==> src/hw/fnsc_pkg.sv <==
// What this block does
// - shift one data bit per serial clock rise
// - words arrive most significant bit first
// - load strobe rise copies word into one latch
// - latch chosen by shift bits one and zero
// - 00 divider, 01 ref/mod, 10 control, 11 noise
// - modulus applies only after next divider write
// - divide by int plus frac over modulus
// - counters: 4-bit ref, 9-bit int, 12-bit frac/mod
// - power-down opens reference path, closes shunt
// - test mux source from bits 22..20
// - mux offers lock, scaled feedback, scaled reference
`default_nettype none
package fnsc_pkg;
  localparam int          WORD_W     = 24;
  localparam logic [1:0]  SEL_DIV    = 2'h0;
  localparam logic [1:0]  SEL_REFMOD = 2'h1;
  localparam logic [1:0]  SEL_CTRL   = 2'h2;
  localparam logic [1:0]  SEL_NOISE  = 2'h3;
  // divider word fields
  localparam int          FAST_BIT   = 23;
  localparam int          INT_LSB    = 14;
  localparam int          INT_W      = 9;
  localparam int          FRAC_LSB   = 2;
  localparam int          FRAC_W     = 12;
  // reference and modulus word fields
  localparam int          MUX_LSB    = 20;
  localparam int          MUX_W      = 3;
  localparam int          RCNT_LSB   = 14;
  localparam int          RCNT_W     = 4;
  localparam int          MOD_LSB    = 2;
  localparam int          MOD_W      = 12;
  // control and noise word fields
  localparam int          CTRL_W     = 16;
  localparam int          DBL_BIT    = 11;
  localparam int          PD_BIT     = 5;
  localparam int          NOISE_W    = 11;
  // test mux encodings
  localparam logic [2:0]  MUX_LOCK   = 3'h1;
  localparam logic [2:0]  MUX_SCL_N  = 3'h2;
  localparam logic [2:0]  MUX_SCL_R  = 3'h3;
endpackage
`default_nettype wire

==> src/hw/fnsc_serial_config.sv <==
`timescale 1ns/1ps
`default_nettype none
module fnsc_serial_config
(
  input  wire logic                          i_sys_clk,
  input  wire logic                          i_rst_n,
  input  wire logic                          i_serial_clk,
  input  wire logic                          i_serial_data,
  input  wire logic                          i_latch_load_strobe,
  input  wire logic                          i_lock_detect,
  input  wire logic                          i_scaled_feedback,
  input  wire logic                          i_scaled_reference,
  output logic                               o_test_mux_output,
  output logic                               o_fast_settle_bit,
  output logic [fnsc_pkg::INT_W-1:0]         o_int_value,
  output logic [fnsc_pkg::FRAC_W-1:0]        o_frac_value,
  output logic [fnsc_pkg::MOD_W-1:0]         o_fraction_modulus,
  output logic [fnsc_pkg::RCNT_W-1:0]        o_ref_count,
  output logic                               o_ref_doubler,
  output logic [fnsc_pkg::CTRL_W-1:0]        o_loop_control_word,
  output logic [fnsc_pkg::NOISE_W-1:0]       o_noise_spur_word,
  output logic                               o_reference_path_switch_a,
  output logic                               o_reference_path_switch_b,
  output logic                               o_reference_shunt_switch
);

  // ****************************************************************
  // pin synchronisers
  // ****************************************************************
  logic [1:0] clk_s_q;
  logic [1:0] dat_s_q;
  logic [1:0] le_s_q;
  logic       clk_old_q;
  logic       le_old_q;

  always_ff @(posedge i_sys_clk or negedge i_rst_n)
  begin
    if (!i_rst_n)
    begin
      clk_s_q   <= 2'h0;
      dat_s_q   <= 2'h0;
      le_s_q    <= 2'h0;
      clk_old_q <= 1'b0;
      le_old_q  <= 1'b0;
    end
    else
    begin
      clk_s_q   <= {clk_s_q[0], i_serial_clk};
      dat_s_q   <= {dat_s_q[0], i_serial_data};
      le_s_q    <= {le_s_q[0], i_latch_load_strobe};
      clk_old_q <= clk_s_q[1];
      le_old_q  <= le_s_q[1];
    end
  end

  logic clk_rise;
  logic le_rise;
  assign clk_rise = clk_s_q[1] & ~clk_old_q;
  assign le_rise  = le_s_q[1] & ~le_old_q;

  // ****************************************************************
  // input shift register
  // ****************************************************************
  logic [fnsc_pkg::WORD_W-1:0] shift_q;

  always_ff @(posedge i_sys_clk or negedge i_rst_n)
  begin
    if (!i_rst_n)
      shift_q <= '0;
    else if (clk_rise)
      shift_q <= {shift_q[fnsc_pkg::WORD_W-2:0], dat_s_q[1]};
  end

  // ****************************************************************
  // latches
  // ****************************************************************
  logic [1:0]                  sel;
  logic [fnsc_pkg::MOD_W-1:0]  mod_pend_q;
  logic [fnsc_pkg::MUX_W-1:0]  mux_sel_q;
  assign sel = shift_q[1:0];

  // reserved positions are never copied out, so host values there are moot
  always_ff @(posedge i_sys_clk or negedge i_rst_n)
  begin
    if (!i_rst_n)
    begin
      o_fast_settle_bit   <= 1'b0;
      o_int_value         <= '0;
      o_frac_value        <= '0;
      o_fraction_modulus  <= '0;
      mod_pend_q          <= '0;
      o_ref_count         <= '0;
      mux_sel_q           <= '0;
      o_loop_control_word <= '0;
      o_ref_doubler       <= 1'b0;
      o_noise_spur_word   <= '0;
    end
    else if (le_rise)
    begin
      unique case (sel)
        fnsc_pkg::SEL_DIV:
        begin
          o_fast_settle_bit  <= shift_q[fnsc_pkg::FAST_BIT];
          o_int_value        <= shift_q[fnsc_pkg::INT_LSB +: fnsc_pkg::INT_W];
          o_frac_value       <= shift_q[fnsc_pkg::FRAC_LSB +: fnsc_pkg::FRAC_W];
          o_fraction_modulus <= mod_pend_q;
        end
        fnsc_pkg::SEL_REFMOD:
        begin
          mod_pend_q  <= shift_q[fnsc_pkg::MOD_LSB +: fnsc_pkg::MOD_W];
          o_ref_count <= shift_q[fnsc_pkg::RCNT_LSB +: fnsc_pkg::RCNT_W];
          mux_sel_q   <= shift_q[fnsc_pkg::MUX_LSB +: fnsc_pkg::MUX_W];
        end
        fnsc_pkg::SEL_CTRL:
        begin
          o_loop_control_word <= shift_q[fnsc_pkg::CTRL_W-1:0];
          o_ref_doubler       <= shift_q[fnsc_pkg::DBL_BIT];
        end
        fnsc_pkg::SEL_NOISE:
          o_noise_spur_word <= shift_q[fnsc_pkg::NOISE_W-1:0];
      endcase
    end
  end

  // ****************************************************************
  // reference switches and test mux
  // ****************************************************************
  // mux sources are async analog-side levels, so they are resynchronised
  logic [2:0] src_s1_q;
  logic [2:0] src_s2_q;

  always_ff @(posedge i_sys_clk or negedge i_rst_n)
  begin
    if (!i_rst_n)
    begin
      src_s1_q                  <= 3'h0;
      src_s2_q                  <= 3'h0;
      o_test_mux_output         <= 1'b0;
      o_reference_path_switch_a <= 1'b1;
      o_reference_path_switch_b <= 1'b1;
      o_reference_shunt_switch  <= 1'b0;
    end
    else
    begin
      src_s1_q <= {i_scaled_reference, i_scaled_feedback, i_lock_detect};
      src_s2_q <= src_s1_q;
      o_reference_path_switch_a <= ~o_loop_control_word[fnsc_pkg::PD_BIT];
      o_reference_path_switch_b <= ~o_loop_control_word[fnsc_pkg::PD_BIT];
      o_reference_shunt_switch  <= o_loop_control_word[fnsc_pkg::PD_BIT];
      if (mux_sel_q == fnsc_pkg::MUX_LOCK)
        o_test_mux_output <= src_s2_q[0];
      else if (mux_sel_q == fnsc_pkg::MUX_SCL_N)
        o_test_mux_output <= src_s2_q[1];
      else if (mux_sel_q == fnsc_pkg::MUX_SCL_R)
        o_test_mux_output <= src_s2_q[2];
      else
        o_test_mux_output <= 1'b0;
    end
  end
endmodule // fnsc_serial_config
`default_nettype wire

==> config.mk <==
export PLATFORM = sky130hd
export DESIGN_NAME = fnsc_serial_config
export DESIGN_NICKNAME = d
export VERILOG_FILES = /design/src/hw/fnsc_pkg.sv /design/src/hw/fnsc_serial_config.sv
export SDC_FILE = /design/constraint.sdc
export NUM_CORES = 1
export LEC_CHECK = 0
export BUFFER_PORTS_ARGS = -buffer_cell sky130_fd_sc_hd__buf_2
export CORE_MARGIN = 3
export CORE_UTILIZATION = 49
export CTS_BUF_LIST = sky130_fd_sc_hd__clkbuf_16
export CTS_CLUSTER_DIAMETER = 120
export CTS_CLUSTER_SIZE = 10
export DETAILED_ROUTE_END_ITERATION = 8
export PLACE_DENSITY = 0.82
export SETUP_SLACK_MARGIN = 0.2
export SLEW_MARGIN = 0
export SYNTH_ARGS = -nofsm -noshare
export SYNTH_HDL_FRONTEND = slang
export SYNTH_SLANG_ARGS = --single-unit
==> constraint.sdc <==
create_clock -name i_sys_clk -period 1.55 [get_ports i_sys_clk]
set_input_delay 0.155 -clock i_sys_clk [delete_from_list [all_inputs] [get_ports i_sys_clk]]
set_output_delay 0.155 -clock i_sys_clk [all_outputs]
set_load 0.02 [all_outputs]
==> impl_metrics.yaml, run 1 <==
synthesis:
  synth_common_cells: "dfrtp_1 (120), mux2_2 (97), buf_6 (6), buf_2 (3)"
  synth-edff-count: 0
  synth_most_common_cell: "dfrtp_1"
  syn_inst: 247
  synth_area_mm2: 0.00439
  yosysTopAreaCellShare_pct: 68.4
  synth_area_per_cell_um2: 17.8
  yosys.area.top_type: "dfrtp_1"
  synthTopCellsByArea: "dfrtp_1 (68%), mux2_2 (25%), buf_6 (1.5%)"
  yosysWarnings: 0
  synthDistinctLibCells: 20
  synthArstFlopShare_pct: 100
  synthFlopType: "dfrtp_1"
  synth_seq_area_share_pct: 69.0
  syn_nets: 255
  ys_seq_elements: 121
timing:
  layout_setup_ws_ns: 0.0336
  worstMarginPinSlew_ns: 0.325
  hold_slack_ns: 0.209
  rsz0062_at_grt: "true"
  drv_slew: 0
  finalClockSkew_ns: 0.00614
  final-setup-viol-count: 0
  maxClockFrequency_mhz: 659
  hold_viol_final: 0
  period_minus_slack_ns: 1.52
  max-slew-margin-rel_pct: 78.3
  fin_crit_sh_pct: 97.8
floorplanning:
  die_h_um: 101
  dieArea_mm2: 0.0101
  initial_utilization_pct: 51.9
  coreArea_mm2: 0.00846
  num_io_pins: 78
  chipWidth_um: 101
  row_count: 33
route:
  viasPerCell: 5.08
  drt_wl_total_um: 8640
  avgRoutedWirePerCell_um: 18.2
  drc: 0
  drt_iter0_drc: 78
  first_pass_iters: 4
  vias: 2412
  ant_nets: 0
run:
  cap_violations: 0
critical_path:
  arrival_ns: 1.79
  critPathKind: "reg -> reg"
  endpoint_kind: "flip-flop"
  critPathLaunchType: "flip-flop"
  worst-path-max-fanout: 11
  max_stage_delay_ns: 0.42
  crit_required_ns: 1.82
  cp_cell_sequence: "buf_4, buf_6, and4bb_2, buf_12, mux2_4"
  crit_start: "shift_q[1]$_DFFE_PN0P_"
  cpMaxStageDelayCell: "dfrtp_2"
  reg2reg_from: "shift_q[1]$_DFFE_PN0P_"
placed_design:
  hpwlAfterDp_um: 5100
  pre_cts_ws_ns: -0.0337
  io_buffers: 77
  place_congestion: 0.719
clocking:
  htree_levels: 4
  clk_pin_slew_ns: 0.05
  clk_latency_ns: 0.39
  cts_buffers: 17
  clkSinkCount: 121
  clockBufferDepth: 2
  cts-root-buf: "clkbuf_16"
  cts_tree: "done"
layout:
  num-fill-cells: 519
  drive_gt1_share_pct: 61.9
  diodes: 0
  nets: 365
  final_util_pct: 70.4
  seq_area_mm2: 0.00303
  area_growth_pct: 35.8
  multi_input_area_mm2: 0.00145
global_routing:
  grt_max_degree: 44
  grt_pass1_vias: 2611
  grt_pass1_wl_um: 13800
  antenna_found_initial: 0
  track_usage_pct: 17.9
  grt.overflow.total: 0
power_and_ir_drop:
  power_density_mw_per_mm2: 1930
  p_leak_nw: 3.05
  vdd_ir_drop_max_v: 0.00110
min_path:
  min_path_type: "in -> async"
outcome:
  status: "finished clean"
==> registers in the layout, summed over array words and instances (netlist names), 2 cells and up <==
| register | count |
|---|---|
| mux_sel_q | 3 |
| src_s2_q | 3 |
| src_s1_q | 3 |
| dat_s_q | 2 |
| o_int_value | 9 |
| o_loop_control_word | 16 |
| le_s_q | 2 |
| o_noise_spur_word | 11 |
| clk_s_q | 2 |
| o_frac_value | 12 |
| shift_q | 24 |
| o_ref_count | 4 |
| o_fraction_modulus | 12 |
| mod_pend_q | 12 |
==> power breakdown <==
group | switching, mW | internal, mW | leakage [nW] | total, mW
Sequential | 0.676 | 4.07 | 1.55 | 4.75
Combinational | 1.38 | 1.47 | 1.19 | 2.85
Clock | 1.28 | 2.63 | 0.302 | 3.92
==> routing by layer <==
metal  GRT usage (%)  vias to the layer above  share of wire [%]
li1                -                     1093                  -
met1            23.3                     1264                 44
met2            28.4                       51                 51
met3            5.88                        4                3.9
met4            6.01                        0               0.65
met5               0                        -                  0
==> metrics by stage <==
step	TNS (ns)	total power [mW]	cell area [µm²]	std cells
after detailed placement	-0.364	7.33	5000	427
final	0	11.5	5960	475
after global placement	0	7.20	5000	427
after global routing	-0.361	12.0	5960	475
after floorplan	0	6.35	4450	247
after CTS	0	11.3	5730	470
==> cells by family (layout without fill, tap and decap cells) <==
kind of cell,Yosys count,in the layout,share of synthesized area [%]
AOI/OAI and AO/OA,2,2,0.285
buffers and inverters,14,137,2.74
muxes,101,101,26.0
and+or+nand+nor,9,9,2.02
DFF,121,121,69.0
==> worst max-delay path, delay by kind of cell (launching register included) <==
family	cells	cell delay (ns)
buf+inv	3	0.41
simple gates	1	0.25
flops	1	0.42
mux	1	0.30
==> cell usage in the layout (no fill, tap or decap), types with 4 or more instances in the layout <==
cell type,count
clkbuf_16,18
mux2_4,52
clkinv_1,4
buf_6,6
buf_2,76
dfrtp_1,118
buf_4,6
mux2_2,46
buf_12,8
bufinv_16,4
dlygate4sd3_1,7
inv_1,5
==> worst paths after layout <==
check | slack [ns] | end | cells after the start
min in group i_sys_clk | 0.34 | src_s2_q[0]$_DFF_PN0_ | 0
max in group asynchronous | 0.75 | o_reference_path_switch_b$_DFF_PN1_ | 3
worst min register to register | 0.34 | src_s2_q[0]$_DFF_PN0_ | 0
worst max register to register | 0.03 | o_loop_control_word[13]$_DFFE_PN0P_ | 5
worst max-delay path | 0.03 | o_loop_control_word[13]$_DFFE_PN0P_ | 5
worst min-delay path | 0.21 | o_frac_value[2]$_DFFE_PN0P_ | 2
==> repair_timing <==
| item | CTS | global route |
|---|---|---|
| resized for setup | 10 | 48 |
| pin swaps | 1 | 0 |
| endpoints found under the setup margin | 67 | 77 |
| hold endpoints to repair | 46 | 0 |
| cloned | 1 | 2 |
| setup buffers | 3 | 3 |
| hold buffers | 7 | 0 |
==> final cells by class <==
cell class	count	share of cell area (%)
clock inverter	15	2.81
timing repair buffer	104	12.6
clock buffer	17	7.14
inverter	1	0.0630
sequential	121	50.9
tap	105	2.20
multi-input combinational	112	24.4
No activity file was read; power rests on OpenSTA's default activity.
==> run 2: changes to the inputs <==
--- a/config.mk
+++ b/config.mk
@@ -5,14 +5,16 @@
 export SDC_FILE = /design/constraint.sdc
 export NUM_CORES = 1
 export LEC_CHECK = 0
+export ABC_AREA = 1
 export BUFFER_PORTS_ARGS = -buffer_cell sky130_fd_sc_hd__buf_2
+export CAP_MARGIN = 20
 export CORE_MARGIN = 3
-export CORE_UTILIZATION = 49
+export CORE_UTILIZATION = 50
 export CTS_BUF_LIST = sky130_fd_sc_hd__clkbuf_16
 export CTS_CLUSTER_DIAMETER = 120
 export CTS_CLUSTER_SIZE = 10
 export DETAILED_ROUTE_END_ITERATION = 8
-export PLACE_DENSITY = 0.82
+export PLACE_DENSITY = 0.83
 export SETUP_SLACK_MARGIN = 0.2
 export SLEW_MARGIN = 0
 export SYNTH_ARGS = -nofsm -noshare
==> run 2 against run 1 <==
Compared with the run above:
- largest cell class unchanged
- synthesized cell count up 93%
- clock power down 4%
- register-to-register slack better by 0.21 ns
- combinational power down 22%
- core utilization down 5.5 points
- largest power group unchanged
- setup slack better by 0.21 ns
- critical path depth unchanged
==> impl_metrics.yaml, run 2 <==
global_routing:
  grt_max_degree: 38
  grt.overflow.total: 0
  antenna_found_initial: 0
  track_usage_pct: 22.0
  grt_pass1_vias: 3520
  grt_pass1_wl_um: 17400
floorplanning:
  die_h_um: 101
  chipWidth_um: 101
  row_count: 34
  initial_utilization_pct: 51.7
  coreArea_mm2: 0.00881
  num_io_pins: 78
  dieArea_mm2: 0.0103
power_and_ir_drop:
  p_sw_mw: 3.35
  intPower_mw: 7.10
  p_clk_share_pct: 35.9
  power_density_mw_per_mm2: 1830
  combPwrFrac_pct: 21.1
  switching_share_pct: 32.1
  vdd_ir_drop_max_v: 0.000820
  total_power_mw: 10.5
  seqPwrFrac_pct: 43.0
  p_leak_nw: 3.26
critical_path:
  cpMaxStageDelayCell: "dfrtp_1"
  endpoint_kind: "flip-flop"
  arrival_ns: 1.59
  critPathKind: "reg -> reg"
  crit_buf_inv: 1
  cp_cell_sequence: "inv_1, nor2_4, nand2_2, nand2_1, nand2_1"
  worst-path-max-fanout: 19
  max_stage_delay_ns: 0.38
  critPathLaunchType: "flip-flop"
  cp_top_family: "simple AND/OR/NAND/NOR gates"
  crit_required_ns: 1.83
  cp_common_cell: "nand2_1"
layout:
  largest_reg_flops: 24
  top_register: "shift_q"
  final_cell_mix: "nand2_1 (208), dfrtp_1 (120), nand3_1 (85)"
  diodes: 0
  stdcell_count: 688
  reg.largest.list: "shift_q x24, o_loop_control_word x16"
  nets: 575
  multi_input_area_mm2: 0.00133
  drive_gt1_share_pct: 21.6
  area_growth_pct: 25.5
  layout_commonest_cell: "nand2_1"
  final_area_mm2: 0.00572
  final_util_pct: 64.9
  num-fill-cells: 641
  seq_area_mm2: 0.00303
route:
  viasPerCell: 5.31
  drt_iter0_drc: 274
  first_pass_iters: 5
  drt_wl_total_um: 10500
  drc: 0
  ant_nets: 0
  avgRoutedWirePerCell_um: 15.3
  vias: 3654
placed_design:
  hpwlAfterDp_um: 6410
  place_congestion: 0.840
  pre_cts_ws_ns: 0.265
  io_buffers: 77
  dp_cells: 648
  place_area_mm2: 0.00506
timing:
  hold_viol_final: 0
  finalClockSkew_ns: 0.00442
  max-slew-margin-rel_pct: 70.1
  period_minus_slack_ns: 1.31
  hold_slack_ns: 0.247
  layout_setup_ws_ns: 0.241
  rsz0062_at_grt: "true"
  fin_crit_sh_pct: 84.4
  setup_tns_ns: 0
  worstMarginPinSlew_ns: 0.449
  final-setup-viol-count: 0
  maxClockFrequency_mhz: 764
  drv_slew: 0
synthesis:
  synth_common_cells: "nand2_1 (208), dfrtp_1 (120), nand3_1 (85), buf_2 (18), inv_1 (11)"
  synthDistinctLibCells: 19
  yosysTopAreaCellShare_pct: 65.9
  synth_area_mm2: 0.00455
  syn_inst: 476
  yosys.area.top_type: "dfrtp_1"
  ys_seq_elements: 121
  synth-edff-count: 0
  syn_nets: 484
  synth_seq_area_share_pct: 66.5
  synth_area_per_cell_um2: 9.57
  synthFlopType: "dfrtp_1"
  yosysWarnings: 0
  synthArstFlopShare_pct: 100
  synth_most_common_cell: "nand2_1"
  synthTopCellsByArea: "dfrtp_1 (66%), nand2_1 (17%), nand3_1 (9.3%)"
min_path:
  min_path_type: "in -> async"
outcome:
  status: "finished clean"
clocking:
  clockBufferDepth: 2
  htree_levels: 4
  cts-root-buf: "clkbuf_16"
  clk_pin_slew_ns: 0.05
  clk_latency_ns: 0.40
  cts_tree: "done"
  cts_buffers: 17
  clkSinkCount: 121
run:
  cap_violations: 0
## run 2: layer usage
metal,global-route usage [%],share of wire [%],vias to the layer above
li1,-,-,1700
met1,29.2,42,1796
met2,35.0,50,139
met3,5.30,6.5,19
met4,9.10,2.0,0
met5,0,0,-
## run 2: layout make-up
| class | count | share of cell area (%) |
|---|---|---|
| inverter | 13 | 0.854 |
| tap | 108 | 2.36 |
| timing repair buffer | 99 | 10.5 |
| clock buffer | 17 | 7.44 |
| multi-input combinational | 315 | 23.3 |
| sequential | 121 | 53.0 |
| clock inverter | 15 | 2.54 |
## run 2: power by group through the flow
stage | Combinational [mW] | Sequential [mW] | Clock [mW]
floorplan | 0.774 | 5.01 | 0
global placement | 2.11 | 4.50 | 0
detailed placement | 2.18 | 4.51 | 0
CTS | 2.23 | 4.48 | 3.79
global route | 2.44 | 4.58 | 3.93
finish | 2.21 | 4.50 | 3.75
## run 2: logic make-up (layout without fill, tap and decap cells)
logic type      Yosys count  in the layout  synth area share [%]
buf+inv                  40            144                  4.29
flops                   121            121                  66.5
compound gates            9              9                  1.04
simple gates            306            306                  28.2
## run 2: worst register-to-register path, delay by kind of cell (launching register included)
family	cells	cell delay, ns
buffers and inverters	1	0.10
DFF	1	0.38
and+or+nand+nor	4	0.71
## run 2: final timing paths
kind | start | endpoint | slack, ns | cells after the start
min reg2reg | le_s_q[0]$_DFF_PN0_ | le_s_q[1]$_DFF_PN0_ | 0.35 | 0
max reg2reg | le_s_q[1]$_DFF_PN0_ | mux_sel_q[0]$_DFFE_PN0P_ | 0.24 | 5
max in group asynchronous | i_rst_n | o_noise_spur_word[10]$_DFFE_PN0P_ | 0.71 | 3
min | i_rst_n | o_loop_control_word[1]$_DFFE_PN0P_ | 0.25 | 2
min in group i_sys_clk | le_s_q[0]$_DFF_PN0_ | le_s_q[1]$_DFF_PN0_ | 0.35 | 0
max | le_s_q[1]$_DFF_PN0_ | mux_sel_q[0]$_DFFE_PN0P_ | 0.24 | 5
## run 2: what timing repair did
| item | CTS | global route |
|---|---|---|
| setup buffers | 0 | 1 |
| hold buffers | 7 | 0 |
| endpoints found under the setup margin | 0 | 64 |
| endpoints found under the hold margin | 36 | 0 |
| gates resized for setup | 0 | 2 |
